$ cat config.mk
export PLATFORM = sky130hd
export DESIGN_NAME = thermal_fan_config_registers
export DESIGN_NICKNAME = d
export VERILOG_FILES = /design/src/rtl/fan_cfg_pkg.sv /design/src/rtl/bus_line_monitor.sv /design/src/rtl/thermal_fan_config_registers.sv
export SDC_FILE = /design/constraint.sdc
export NUM_CORES = 1
export LEC_CHECK = 0
export ABC_AREA = 0
export BUFFER_PORTS_ARGS = -buffer_cell sky130_fd_sc_hd__clkbuf_2
export CORE_ASPECT_RATIO = 2
export CORE_MARGIN = 3
export CORE_UTILIZATION = 62
export DETAILED_ROUTE_END_ITERATION = 8
export PLACE_DENSITY = 0.83
export REMOVE_ABC_BUFFERS = 1
export SLEW_MARGIN = 10
export SYNTH_ARGS = -nofsm -noshare
export SYNTH_HDL_FRONTEND = slang
export SYNTH_HIERARCHICAL = 1
export SYNTH_SLANG_ARGS = --single-unit
$ cat constraint.sdc
create_clock -name clk -period 4.5 [get_ports clk]
set_input_delay 0.675 -clock clk [delete_from_list [all_inputs] [get_ports clk]]
set_output_delay 0.675 -clock clk [all_outputs]
set_load 0.005 [all_outputs]
$ cat src/rtl/fan_cfg_pkg.sv
package fan_cfg_pkg;
    // ------------------------------------------------------------
    // timing
    // ------------------------------------------------------------
    localparam int CLK_HZ = 100_000_000;
    localparam int MS_PER_S = 1000;
    localparam int CYCLES_PER_MS = CLK_HZ / MS_PER_S;
    localparam int TIMEOUT_MS = 25;
    localparam logic [12:0] WINDOW_BASE_MS = 13'h0fa;
    localparam logic [2:0] WINDOW_MAX_CODE = 3'h5;
    // ------------------------------------------------------------
    // register offsets
    // ------------------------------------------------------------
    localparam logic [7:0] OFF_BLOCK_LEN = 8'h00;
    localparam logic [7:0] OFF_CFG1 = 8'h01;
    localparam logic [7:0] OFF_CFG2 = 8'h02;
    localparam logic [7:0] OFF_CFG3 = 8'h03;
    localparam logic [7:0] OFF_CFG4 = 8'h04;
    // ------------------------------------------------------------
    // reset values
    // ------------------------------------------------------------
    localparam logic [7:0] RST_BLOCK_LEN = 8'h20;
    localparam logic [7:0] RST_CFG1 = 8'h01;
    localparam logic [7:0] RST_CFG2 = 8'h84;
    localparam logic [7:0] RST_CFG3 = 8'h04;
    localparam logic [7:0] RST_CFG4 = 8'h00;
    // ------------------------------------------------------------
    // field positions
    // ------------------------------------------------------------
    localparam int CFG1_TABLE = 7;
    localparam int CFG1_LOCK = 6;
    localparam int CFG1_SDA_TO = 5;
    localparam int CFG1_SCL_TO = 4;
    localparam int CFG1_ALERT = 3;
    localparam int CFG1_TIMER = 2;
    localparam int CFG1_AVG_OFF = 1;
    localparam int CFG1_MONITOR = 0;
    localparam int CFG2_RR = 7;
    localparam int CFG2_CHSEL_LO = 4;
    localparam int CFG2_LINEAR = 2;
    localparam int CFG2_BOOST_DIS = 1;
    localparam int CFG2_SWRST = 0;
    localparam int CFG3_POLES_LO = 0;
    localparam int CFG4_REF = 7;
    localparam int CFG4_WIN_LO = 4;
    localparam int CFG4_XOR = 3;
    localparam int CFG4_REM_EV = 1;
    localparam int CFG4_LOC_EV = 0;
    // ------------------------------------------------------------
    // bus constants
    // ------------------------------------------------------------
    localparam logic [7:0] BLOCK_MAX = 8'h20;
    localparam logic [3:0] FAST_RATE_CODE = 4'h8;
    localparam logic [7:0] UNMAPPED_DATA = 8'hff;
    localparam logic [6:0] DEV_ADDR_DEFAULT = 7'h2e;
    localparam logic [3:0] BYTE_BITS = 4'h8;

    typedef enum logic [2:0] {
        ST_IDLE,
        ST_ADDR,
        ST_ADDR_ACK,
        ST_PTR,
        ST_RX_ACK,
        ST_WDATA,
        ST_RDATA,
        ST_RDATA_ACK
    } bus_state_t;
endpackage

$ cat src/rtl/bus_line_monitor.sv
`timescale 1ns/10ps
module bus_line_monitor
    import fan_cfg_pkg::*;
#(
    parameter int CYC_PER_MS = CYCLES_PER_MS,
    parameter int TO_MS = TIMEOUT_MS
) (
    // clock and reset
    input wire logic clk,
    input wire logic rst_n,
    // raw bus pins
    input wire logic scl_pin,
    input wire logic sda_pin,
    // timeout enables
    input wire logic sda_to_en,
    input wire logic scl_to_en,
    // line events
    output logic scl_rise,
    output logic scl_fall,
    output logic start_seen,
    output logic stop_seen,
    output logic sda_level,
    output logic ms_tick,
    output logic bus_timeout
);
    typedef struct packed {
        logic [1:0] scl_sync;
        logic [1:0] sda_sync;
        logic scl_d;
        logic sda_d;
        logic scl_rise;
        logic scl_fall;
        logic start;
        logic stop;
        logic sda_level;
        logic [31:0] ms_div;
        logic ms_tick;
        logic [7:0] scl_low_ms;
        logic [7:0] sda_low_ms;
        logic timeout;
    } mon_t;

    mon_t m;
    mon_t next_m;

    always_comb begin
        next_m = m;
        // first sync stage feeds only the second
        next_m.scl_sync = {m.scl_sync[0], scl_pin};
        next_m.sda_sync = {m.sda_sync[0], sda_pin};
        next_m.scl_d = m.scl_sync[1];
        next_m.sda_d = m.sda_sync[1];
        next_m.sda_level = m.sda_sync[1];
        next_m.scl_rise = m.scl_sync[1] & ~m.scl_d;
        next_m.scl_fall = ~m.scl_sync[1] & m.scl_d;
        next_m.start = m.scl_sync[1] & m.scl_d & m.sda_d & ~m.sda_sync[1];
        next_m.stop = m.scl_sync[1] & m.scl_d & ~m.sda_d & m.sda_sync[1];
        // millisecond enable for all slow timing
        next_m.ms_tick = 1'b0;
        if (m.ms_div >= 32'(CYC_PER_MS - 1)) begin
            next_m.ms_div = '0;
            next_m.ms_tick = 1'b1;
        end else begin
            next_m.ms_div = m.ms_div + 32'h1;
        end
        if (m.scl_d) begin
            next_m.scl_low_ms = '0;
        end else if (m.ms_tick && m.scl_low_ms != 8'hff) begin
            next_m.scl_low_ms = m.scl_low_ms + 8'h1;
        end
        if (m.sda_d) begin
            next_m.sda_low_ms = '0;
        end else if (m.ms_tick && m.sda_low_ms != 8'hff) begin
            next_m.sda_low_ms = m.sda_low_ms + 8'h1;
        end
        next_m.timeout = 1'b0;
        if ((scl_to_en && m.scl_low_ms >= 8'(TO_MS)) ||
            (sda_to_en && m.sda_low_ms >= 8'(TO_MS))) begin
            next_m.timeout = 1'b1;
            next_m.scl_low_ms = '0;
            next_m.sda_low_ms = '0;
        end
    end

    // lines idle high, so the synchronisers start high
    always_ff @(posedge clk or negedge rst_n) begin
        if (!rst_n) begin
            m <= '0;
            m.scl_sync <= 2'h3;
            m.sda_sync <= 2'h3;
            m.scl_d <= 1'b1;
            m.sda_d <= 1'b1;
            m.sda_level <= 1'b1;
        end else begin
            m <= next_m;
        end
    end

    assign scl_rise = m.scl_rise;
    assign scl_fall = m.scl_fall;
    assign start_seen = m.start;
    assign stop_seen = m.stop;
    assign sda_level = m.sda_level;
    assign ms_tick = m.ms_tick;
    assign bus_timeout = m.timeout;
endmodule

$ cat src/rtl/thermal_fan_config_registers.sv
`timescale 1ns/10ps
// Operation
// - block read returns as many bytes as block length holds, at most 32
// - config one bit 7 picks look-up table fan control, else manual
// - lock bit set: all host writes to lockable registers ignored
// - config one bit 5 enables data-line timeout, default off
// - config one bit 4 enables clock-line timeout, default off
// - config one bit 3 picks comparator alert instead of standard alert
// - config one bit 2 enables overtemp timer; pin becomes input
// - bit 1 turns averaging off at slow rates; fast rates never average
// - config one bit 0 enables monitoring, else standby; resets to one
// - config two bit 7 gives round-robin, else single channel
// - channel select 00 local, 01 remote; other codes reserved
// - config two bit 2 picks linear fan profile, else discrete speeds
// - config two bit 1 stops fan boost on overtemp events
// - writing config two bit 0 restores defaults, bit clears itself
// - config three low nibble holds fan pole count, default four
// - config four bit 7 picks shared pin role: fault out or reference
// - window field doubles 0.25 s to 8 s; codes above five stay 8 s
// - config four bit 3 enables the pin connectivity test
// - remote over limit with timer and bit 1 asserts overtemp pin
// - local over limit with timer and bit 0 asserts overtemp pin
// - all five registers lockable and restored by software reset
module thermal_fan_config_registers
    import fan_cfg_pkg::*;
#(
    parameter int CYC_PER_MS = CYCLES_PER_MS,
    parameter int TO_MS = TIMEOUT_MS,
    parameter logic [6:0] DEV_ADDR = DEV_ADDR_DEFAULT
) (
    // clock and reset
    input wire logic clk,
    input wire logic rst_n,
    // two-wire bus pins
    input wire logic scl_in,
    input wire logic sda_in,
    output logic sda_out,
    output logic sda_oe_n,
    // overtemp pin
    input wire logic overtemp_pin_in,
    output logic overtemp_pin_out,
    output logic overtemp_pin_oe_n,
    // measurement side
    input wire logic local_over_limit,
    input wire logic remote_over_limit,
    input wire logic [3:0] conv_rate_code,
    // configuration to the rest of the chip
    output logic fan_table_control_select,
    output logic registers_locked,
    output logic alert_comparator_mode,
    output logic monitoring_enable,
    output logic averaging_enable,
    output logic round_robin_enable,
    output logic [1:0] channel_select,
    output logic linear_fan_profile,
    output logic boost_disable,
    output logic [3:0] fan_pole_count,
    output logic ref_input_select,
    output logic xor_test_enable,
    // overtemp status
    output logic overtemp_input_active,
    output logic overtemp_duty_window_end
);
    // ------------------------------------------------------------
    // state
    // ------------------------------------------------------------
    typedef struct packed {
        logic [7:0] block_len;
        logic [7:0] cfg1;
        logic [7:0] cfg2;
        logic [7:0] cfg3;
        logic [7:0] cfg4;
        bus_state_t st;
        logic [3:0] bit_cnt;
        logic [7:0] shreg;
        logic [7:0] ptr;
        logic [7:0] rd_count;
        logic rw;
        logic acked;
        logic sda_out;
        logic sda_oe_n;
        logic ot_out;
        logic ot_oe_n;
        logic [1:0] ot_sync;
        logic ot_in_active;
        logic [12:0] win_ms;
        logic win_end;
        logic avg_en;
    } regs_t;

    regs_t s;
    regs_t next_s;
    logic wr_fire;
    logic software_register_reset;
    logic load_rd;
    logic [7:0] rd_byte;
    logic scl_rise;
    logic scl_fall;
    logic start_seen;
    logic stop_seen;
    logic sda_level;
    logic ms_tick;
    logic bus_timeout;

    function automatic logic [12:0] window_ms(input logic [2:0] code);
        logic [2:0] sh;
        sh = (code > WINDOW_MAX_CODE) ? WINDOW_MAX_CODE : code;
        return WINDOW_BASE_MS << sh;
    endfunction

    function automatic logic [7:0] eff_len(input logic [7:0] len);
        return (len > BLOCK_MAX) ? BLOCK_MAX : len;
    endfunction

    function automatic logic [7:0] read_reg(input regs_t r, input logic [7:0] addr);
        case (addr)
            OFF_BLOCK_LEN: read_reg = r.block_len;
            OFF_CFG1: read_reg = r.cfg1;
            OFF_CFG2: read_reg = r.cfg2;
            OFF_CFG3: read_reg = r.cfg3;
            OFF_CFG4: read_reg = r.cfg4;
            default: read_reg = UNMAPPED_DATA;
        endcase
    endfunction

    // ------------------------------------------------------------
    // bus line sampling
    // ------------------------------------------------------------
    bus_line_monitor #(
        .CYC_PER_MS(CYC_PER_MS),
        .TO_MS(TO_MS)
    ) u_mon (
        .clk(clk),
        .rst_n(rst_n),
        .scl_pin(scl_in),
        .sda_pin(sda_in),
        .sda_to_en(s.cfg1[CFG1_SDA_TO]),
        .scl_to_en(s.cfg1[CFG1_SCL_TO]),
        .scl_rise(scl_rise),
        .scl_fall(scl_fall),
        .start_seen(start_seen),
        .stop_seen(stop_seen),
        .sda_level(sda_level),
        .ms_tick(ms_tick),
        .bus_timeout(bus_timeout)
    );

    // ------------------------------------------------------------
    // next state
    // ------------------------------------------------------------
    always_comb begin
        next_s = s;
        wr_fire = 1'b0;
        software_register_reset = 1'b0;
        load_rd = 1'b0;
        rd_byte = (s.rd_count >= eff_len(s.block_len)) ? UNMAPPED_DATA
                                                       : read_reg(s, s.ptr);
        // pin is active low and only ever pulled, never driven high
        next_s.ot_sync = {s.ot_sync[0], overtemp_pin_in};
        next_s.ot_oe_n = ~(s.cfg1[CFG1_TIMER] &
            ((s.cfg4[CFG4_REM_EV] & remote_over_limit) |
             (s.cfg4[CFG4_LOC_EV] & local_over_limit)));
        next_s.ot_in_active = s.cfg1[CFG1_TIMER] & ~s.ot_sync[1];
        next_s.avg_en = ~s.cfg1[CFG1_AVG_OFF] & (conv_rate_code < FAST_RATE_CODE);
        next_s.win_end = 1'b0;
        if (!s.cfg1[CFG1_TIMER]) begin
            next_s.win_ms = '0;
        end else if (ms_tick) begin
            if (s.win_ms >= window_ms(s.cfg4[CFG4_WIN_LO +: 3]) - 13'h1) begin
                next_s.win_ms = '0;
                next_s.win_end = 1'b1;
            end else begin
                next_s.win_ms = s.win_ms + 13'h1;
            end
        end
        // a stuck line aborts the frame just like a stop
        if (bus_timeout || stop_seen) begin
            next_s.st = ST_IDLE;
            next_s.sda_oe_n = 1'b1;
        end else if (start_seen) begin
            next_s.st = ST_ADDR;
            next_s.bit_cnt = '0;
            next_s.rd_count = '0;
            next_s.sda_oe_n = 1'b1;
        end else if (scl_rise) begin
            case (s.st)
                ST_ADDR, ST_PTR, ST_WDATA: begin
                    next_s.shreg = {s.shreg[6:0], sda_level};
                    next_s.bit_cnt = s.bit_cnt + 4'h1;
                end
                ST_RDATA: begin
                    next_s.bit_cnt = s.bit_cnt + 4'h1;
                end
                ST_RDATA_ACK: begin
                    next_s.acked = ~sda_level;
                end
                default: begin
                end
            endcase
        end else if (scl_fall) begin
            case (s.st)
                ST_ADDR: begin
                    if (s.bit_cnt == BYTE_BITS) begin
                        if (s.shreg[7:1] == DEV_ADDR) begin
                            next_s.st = ST_ADDR_ACK;
                            next_s.rw = s.shreg[0];
                            next_s.sda_oe_n = 1'b0;
                        end else begin
                            next_s.st = ST_IDLE;
                        end
                    end
                end
                ST_ADDR_ACK: begin
                    next_s.bit_cnt = '0;
                    if (s.rw) begin
                        load_rd = 1'b1;
                    end else begin
                        next_s.st = ST_PTR;
                        next_s.sda_oe_n = 1'b1;
                    end
                end
                ST_PTR: begin
                    if (s.bit_cnt == BYTE_BITS) begin
                        next_s.ptr = s.shreg;
                        next_s.st = ST_RX_ACK;
                        next_s.sda_oe_n = 1'b0;
                    end
                end
                ST_RX_ACK: begin
                    next_s.st = ST_WDATA;
                    next_s.bit_cnt = '0;
                    next_s.sda_oe_n = 1'b1;
                end
                ST_WDATA: begin
                    if (s.bit_cnt == BYTE_BITS) begin
                        wr_fire = 1'b1;
                        next_s.ptr = s.ptr + 8'h1;
                        next_s.st = ST_RX_ACK;
                        next_s.sda_oe_n = 1'b0;
                    end
                end
                ST_RDATA: begin
                    if (s.bit_cnt == BYTE_BITS) begin
                        next_s.st = ST_RDATA_ACK;
                        next_s.sda_oe_n = 1'b1;
                    end else begin
                        next_s.shreg = {s.shreg[6:0], 1'b0};
                        next_s.sda_oe_n = s.shreg[6];
                    end
                end
                ST_RDATA_ACK: begin
                    next_s.bit_cnt = '0;
                    if (s.acked) begin
                        load_rd = 1'b1;
                    end else begin
                        next_s.st = ST_IDLE;
                    end
                end
                default: begin
                    next_s.st = ST_IDLE;
                end
            endcase
        end
        // a 1 bit is sent by releasing the line
        if (load_rd) begin
            next_s.st = ST_RDATA;
            next_s.shreg = rd_byte;
            next_s.sda_oe_n = rd_byte[7];
            next_s.ptr = s.ptr + 8'h1;
            if (s.rd_count != 8'hff) begin
                next_s.rd_count = s.rd_count + 8'h1;
            end
        end
        // lock has no unlock path short of a power-on reset
        if (wr_fire && !s.cfg1[CFG1_LOCK]) begin
            case (s.ptr)
                OFF_BLOCK_LEN: next_s.block_len = s.shreg;
                OFF_CFG1: next_s.cfg1 = s.shreg;
                OFF_CFG2: begin
                    if (s.shreg[CFG2_SWRST]) begin
                        software_register_reset = 1'b1;
                    end else begin
                        next_s.cfg2 = s.shreg;
                    end
                end
                OFF_CFG3: next_s.cfg3 = s.shreg;
                OFF_CFG4: next_s.cfg4 = s.shreg;
                default: begin
                end
            endcase
        end
        if (software_register_reset) begin
            next_s.block_len = RST_BLOCK_LEN;
            next_s.cfg1 = RST_CFG1;
            next_s.cfg2 = RST_CFG2;
            next_s.cfg3 = RST_CFG3;
            next_s.cfg4 = RST_CFG4;
        end
    end

    always_ff @(posedge clk or negedge rst_n) begin
        if (!rst_n) begin
            s <= '0;
            s.block_len <= RST_BLOCK_LEN;
            s.cfg1 <= RST_CFG1;
            s.cfg2 <= RST_CFG2;
            s.cfg3 <= RST_CFG3;
            s.cfg4 <= RST_CFG4;
            s.st <= ST_IDLE;
            s.sda_oe_n <= 1'b1;
            s.ot_oe_n <= 1'b1;
            s.ot_sync <= 2'h3;
        end else begin
            s <= next_s;
        end
    end

    // ------------------------------------------------------------
    // outputs
    // ------------------------------------------------------------
    assign sda_out = s.sda_out;
    assign sda_oe_n = s.sda_oe_n;
    assign overtemp_pin_out = s.ot_out;
    assign overtemp_pin_oe_n = s.ot_oe_n;
    assign fan_table_control_select = s.cfg1[CFG1_TABLE];
    assign registers_locked = s.cfg1[CFG1_LOCK];
    assign alert_comparator_mode = s.cfg1[CFG1_ALERT];
    assign monitoring_enable = s.cfg1[CFG1_MONITOR];
    assign averaging_enable = s.avg_en;
    assign round_robin_enable = s.cfg2[CFG2_RR];
    assign channel_select = s.cfg2[CFG2_CHSEL_LO +: 2];
    assign linear_fan_profile = s.cfg2[CFG2_LINEAR];
    assign boost_disable = s.cfg2[CFG2_BOOST_DIS];
    assign fan_pole_count = s.cfg3[CFG3_POLES_LO +: 4];
    assign ref_input_select = s.cfg4[CFG4_REF];
    assign xor_test_enable = s.cfg4[CFG4_XOR];
    assign overtemp_input_active = s.ot_in_active;
    assign overtemp_duty_window_end = s.win_end;
endmodule

; Word level (Yosys, flattened, before mapping)
; Cells that the tools add are included.
[classes]
n_bitwise = 23
n_reduce_logical = 41
add_sub_neg = 8
eq_ne = 33
magnitude_cmp = 8
shift = 1
muxes = 86
[ops]
columns = operator, n
row1 = 2-to-1 mux 8 bit, 20
row2 = 2-to-1 mux 40 bit, 2
row3 = one-hot mux 8 bit (5 select lines), 1
row4 = 2-to-1 mux 1 bit, 35
row5 = adder 32 x 1 -> 32 bit (second input constant), 1
row6 = adder 8 x 1 -> 8 bit (second input constant), 4
row7 = >= comparator 32 x 17 -> 1 bit (second input constant), 1
row8 = 2-to-1 mux 32 bit, 1
row9 = AND reduction 7 bit, 4
row10 = 2-to-1 mux 3 bit, 9
row11 = 2-to-1 mux 13 bit, 2
row12 = 2-to-1 mux 26 bit, 1
row13 = != test 5 x 4 -> 1 bit (second input constant), 5
row14 = 2-to-1 mux 24 bit, 1
row15 = != test 8 bit (second input constant), 3
row16 = 2-to-1 mux 23 bit, 1
row17 = nonzero test 3 bit, 7
row18 = one-hot mux 3 bit (6 select lines), 1
row19 = 2-to-1 mux 17 bit, 1
row20 = equality test 8 x 2 -> 1 bit (second input constant), 2
row21 = >= comparator 8 x 5 -> 1 bit (second input constant), 2
row22 = 2-to-1 mux 16 bit, 1
row23 = one-hot mux 8 bit (2 select lines), 1
row24 = 2-to-1 mux 14 bit, 1
row25 = other kinds (45), 93
[word_totals]
output_inout_bits = 22
wordCells = 232
ff_bits = 153
inputBits = 11

; Logic depth before layout (Yosys ltp)
[logic_depth]
depth_word = 11
depth_mapped = 13
depth_no_buf = 10

; Cells and area by module
; Netlist, hierarchy kept.
[modules_own_cells]
columns = module, seq_area_each_um2, cells_each, area_per_inst_um2, instances
row1 = thermal_fan_config_registers, 2313.5, 630, 5590.4, 1
row2 = bus_line_monitor, 1508.9, 230, 2682.6, 1

; Worst setup path before layout
; No wires, ideal clock.
[synth_path]
path_kind = register -> register
startpoint = reg s[94] (netlist bit)
endpoint = reg s[47] (netlist bit)
period_less_slack_ns = 2.691
setup_time_ns = 0.151
arrival_time_ns = 2.540
stages_incl_launch_ff = 10
setup_slack_ns = 1.809
required_time_ns = 4.349
n_path_buf = 0
path_cell_list = dfrtp_1 -> nor3_1 -> and2_1 -> ha_1 -> nand2b_1 -> a211oi_1 -> o21bai_1 -> a311o_1 -> a2111oi_0 -> o22ai_1
[synth_via]
elab_chain_len = 5
elab_cells_between_ends = 6
classes_between = order compare: 2 / mux: 4
[synth_lines]
columns = element, line
row1 = from (decl), thermal_fan_config_registers.sv:91  ; regs_t s;
row2 = from (signal assigned), thermal_fan_config_registers.sv:314  ; s <= next_s;
row3 = > comparator 8 x 6 -> 1 bit, thermal_fan_config_registers.sv:112  ; return (len > BLOCK_MAX) ? BLOCK_MAX : len;
row4 = 2-to-1 mux 8 bit, thermal_fan_config_registers.sv:112
row5 = >= comparator 8 bit, thermal_fan_config_registers.sv:156  ; rd_byte = (s.rd_count >= eff_len(s.block_len)) ? UNMAPPED_DATA
row6 = 2-to-1 mux 8 bit (*), thermal_fan_config_registers.sv:156
row7 = 2-to-1 mux 24 bit (*), thermal_fan_config_registers.sv:265  ; if (load_rd) begin
; Mark *: on every way between the ends. The rest lies on a longest branch, timed or not.
; A chain may end at the register's enable or synchronous reset.

; Final worst setup path
[layout_path]
startpoint = reg s[48] (netlist bit)
endpoint = reg s[57] (netlist bit)
[layout_via]
elab_chain_len = 11
elab_cells_between_ends = 13
classes_between = eq/ne: 1 / mux: 8 / reduce/logical: 4
[layout_lines]
columns = element, line
row1 = equality test 4 bit (*), thermal_fan_config_registers.sv:235  ; if (s.bit_cnt == BYTE_BITS) begin
row2 = 2-to-1 mux 1 bit (*), thermal_fan_config_registers.sv:235
row3 = 2-to-1 mux 1 bit (*), thermal_fan_config_registers.sv:201  ; case (s.st)
row4 = 2-to-1 mux 1 bit (*), thermal_fan_config_registers.sv:200  ; end else if (scl_fall) begin
row5 = 2-to-1 mux 1 bit (*), thermal_fan_config_registers.sv:185  ; end else if (scl_rise) begin
row6 = 2-to-1 mux 1 bit (*), thermal_fan_config_registers.sv:180  ; end else if (start_seen) begin
row7 = 2-to-1 mux 1 bit (*), thermal_fan_config_registers.sv:177  ; if (bus_timeout || stop_seen) begin
row8 = logical AND 1 bit (*), thermal_fan_config_registers.sv:275  ; if (wr_fire && !s.cfg1[CFG1_LOCK]) begin
row9 = 2-to-1 mux 1 bit, thermal_fan_config_registers.sv:275
row10 = nonzero test 2 bit (no line), -
row11 = AND reduction 2 bit (no line), -
; Marks and branches as above.

==> results.cfg <==
[clock_tree]
clk_latency_ns = 0.43
clkSinkCount = 152
cts_buffers = 17
tritoncts = yes
cts-htree-levels = 4
cts_hold_buf = 0
ctsResizeCount = 0
cts-root-buf = clkbuf_16
post_cts_buffers = 0
cts_max_path_buffers = 2
clk_pin_slew_worst_paths_ns = 0.06

[placement]
place.gp.congestion = 0.856
dp_hpwl_mm = 12.7
dp.cells = 1007
place_area_mm2 = 0.00842
port_buffers = 27

[cells_and_area]
fin_area_mm2 = 0.00902
fin_cells = 1039
fill_cells = 978
drive_gt1_frac = 0.131
final_nets = 920
areaGrowthSynthToFinish_pct = 9.06
antenna_cells = 0

[sta]
fin_setup_tns_ns = 0
timing.fmax_mhz = 323
worst_pin_slew_ns = 1.10
skew_ns = 0.00957
hold_viol = 0
rsz0062_at_grt = false
min_period_over_period = 0.687
fin_crit_ns = 3.09
relSlewSlack = 0.265
slew_viol_final = 0
setup_violations = 0

[grt]
overflow = 0
grt_max_degree = 98
track_usage = 0.271
grt_pass1_wl_mm = 31.8
antenna_found_initial = 0
grt_pass1_vias = 6511

[power]
power.density_mw_per_mm2 = 344
vdd_drop_max_v = 0.000264
leakagePower_nw = 4.01

[synthesis]
syn-instance-count = 860
syn_area_mm2 = 0.00827
synth_seq_cells = 152
synth_cell_types = 74
synth_commonest_cells = dfrtp_1 (137), nand2_1 (99), nor2_1 (65)
synth.top_cell.area_share = 0.414
synth_enable_flop_cells = 0
ys.flop_type = dfrtp_1
async_flop_share = 1.00
yosysSeqAreaShare = 0.462
avgSynthCellArea_um2 = 9.62
ys_warn_count = 6
synth.top_cells.by_area = dfrtp_1 (41%), ha_1 (5.3%), dfstp_2 (4.8%)
yosys.area.top_type = dfrtp_1
synth.most_common_cell = dfrtp_1

[setup_path]
ff2ff_setup_slack_ns = 1.41
arrival_ns = 3.35
reg2regPathDepth = 8
worst_setup_path_end_kind = register
worstPathMaxFanout = 30
crit_required_ns = 4.75
startpoint_type = register
critical_path_class = register to register

[die]
initial_core_util = 0.633
die_h_um = 169
ioPinCount = 33
die_x_um = 87.7
num_rows = 59
die_area_mm2 = 0.0148
core_area_mm2 = 0.0131

[route]
vias_per_cell = 6.40
antenna_left = 0
drc = 0
dr.pass1.iters = 6
drt_wl_total_mm = 19.2
wire_per_inst_um = 18.4
vias = 6654
drtIter0Drc = 594

[run_status]
status = completed

[min_path]
hold_path.class = input pin to register
worstHoldPathCells = 1

[job]
drv_cap = 0
-- metrics by stage --
step                power, W  hold WS, ns  setup slack, ns  utilization
global placement     0.00166        0.346             1.50        0.644
detailed placement   0.00166        0.349             1.45        0.644
CTS                  0.00311        0.321             1.44        0.691
floorplan            0.00158        0.345             1.55            -
finish               0.00310        0.328             1.41        0.691
global route         0.00321        0.317             1.21        0.691
-- layout by cell type, fill, tap and decap left out, drive strengths merged, types with 15 or more instances in the layout --
cell type,instances
clkbuf,45
dfstp,15
nand2,100
nand4,16
nor3,42
a31oi,19
and3,18
conb,19
o21ai,47
dfrtp,137
ha,35
nor2,65
xnor2,17
a21oi,47
inv,20
nand3,52
-- registers in the layout, indices dropped and copies added, names as in the netlist, 2 cells and up --
register,flops
fan_pole_count,4
channel_select,2
u_mon/m,53
s,71
-- power breakdown --
group	leakage, nW	switching (W)	internal, W	total, W
Sequential	1.99	0.0000908	0.00141	0.00150
Combinational	1.72	0.0000854	0.0000569	0.000142
Clock	0.296	0.000579	0.000880	0.00146
-- final timing paths --
check | endpoint | start
min in group asynchronous | s[13] | rst_n
max reg2reg | s[57] | s[48]
max in group asynchronous | u_mon/m[3] | rst_n
min | u_mon/m[59] | scl_in
max | s[57] | s[48]
min reg2reg | s[17] | next_s[17]
-- cell families (layout without fill, tap and decap cells) --
logic type / count (synthesis) / in the layout / share of synthesized area
compound gates: 185 / 185 / 0.148
mux: 25 / 25 / 0.0319
xor+xnor: 26 / 26 / 0.0275
flops: 152 / 152 / 0.462
other cells: 3 / 19 / 0.00136
buf+inv: 70 / 81 / 0.0419
fa+ha+maj: 35 / 35 / 0.0529
simple gates: 364 / 364 / 0.234
-- layer usage --
layer | wire (µm) | up-vias | global-route usage | part of all wire
met5 | 0 | - | 0 | 0
met4 | 898 | 0 | 0.131 | 0.047
met3 | 798 | 76 | 0.0534 | 0.042
met2 | 10200 | 205 | 0.474 | 0.53
met1 | 7230 | 3246 | 0.310 | 0.38
li1 | - | 3127 | - | -
-- critical path, cell delays in order, from the launching register on --
cell      delay, ns
dfrtp_1        0.40
inv_1          0.10
ha_1           0.21
nand3b_4       0.12
or4_4          0.52
nor4_4         0.13
buf_4          0.35
and3_1         0.94
nor2_1         0.13
-- area by class of cell --
| class | count | area, µm² | area share |
|---|---|---|---|
| clock buffer | 19 | 433 | 0.0480 |
| inverter | 17 | 63.8 | 0.00707 |
| timing repair buffer | 32 | 179 | 0.0198 |
| clock inverter | 13 | 170 | 0.0189 |
| multi-input combinational | 654 | 4160 | 0.462 |
| sequential | 152 | 3820 | 0.424 |
| tap | 152 | 190 | 0.0211 |
Note: power is estimated with default switching activity, not from simulation.
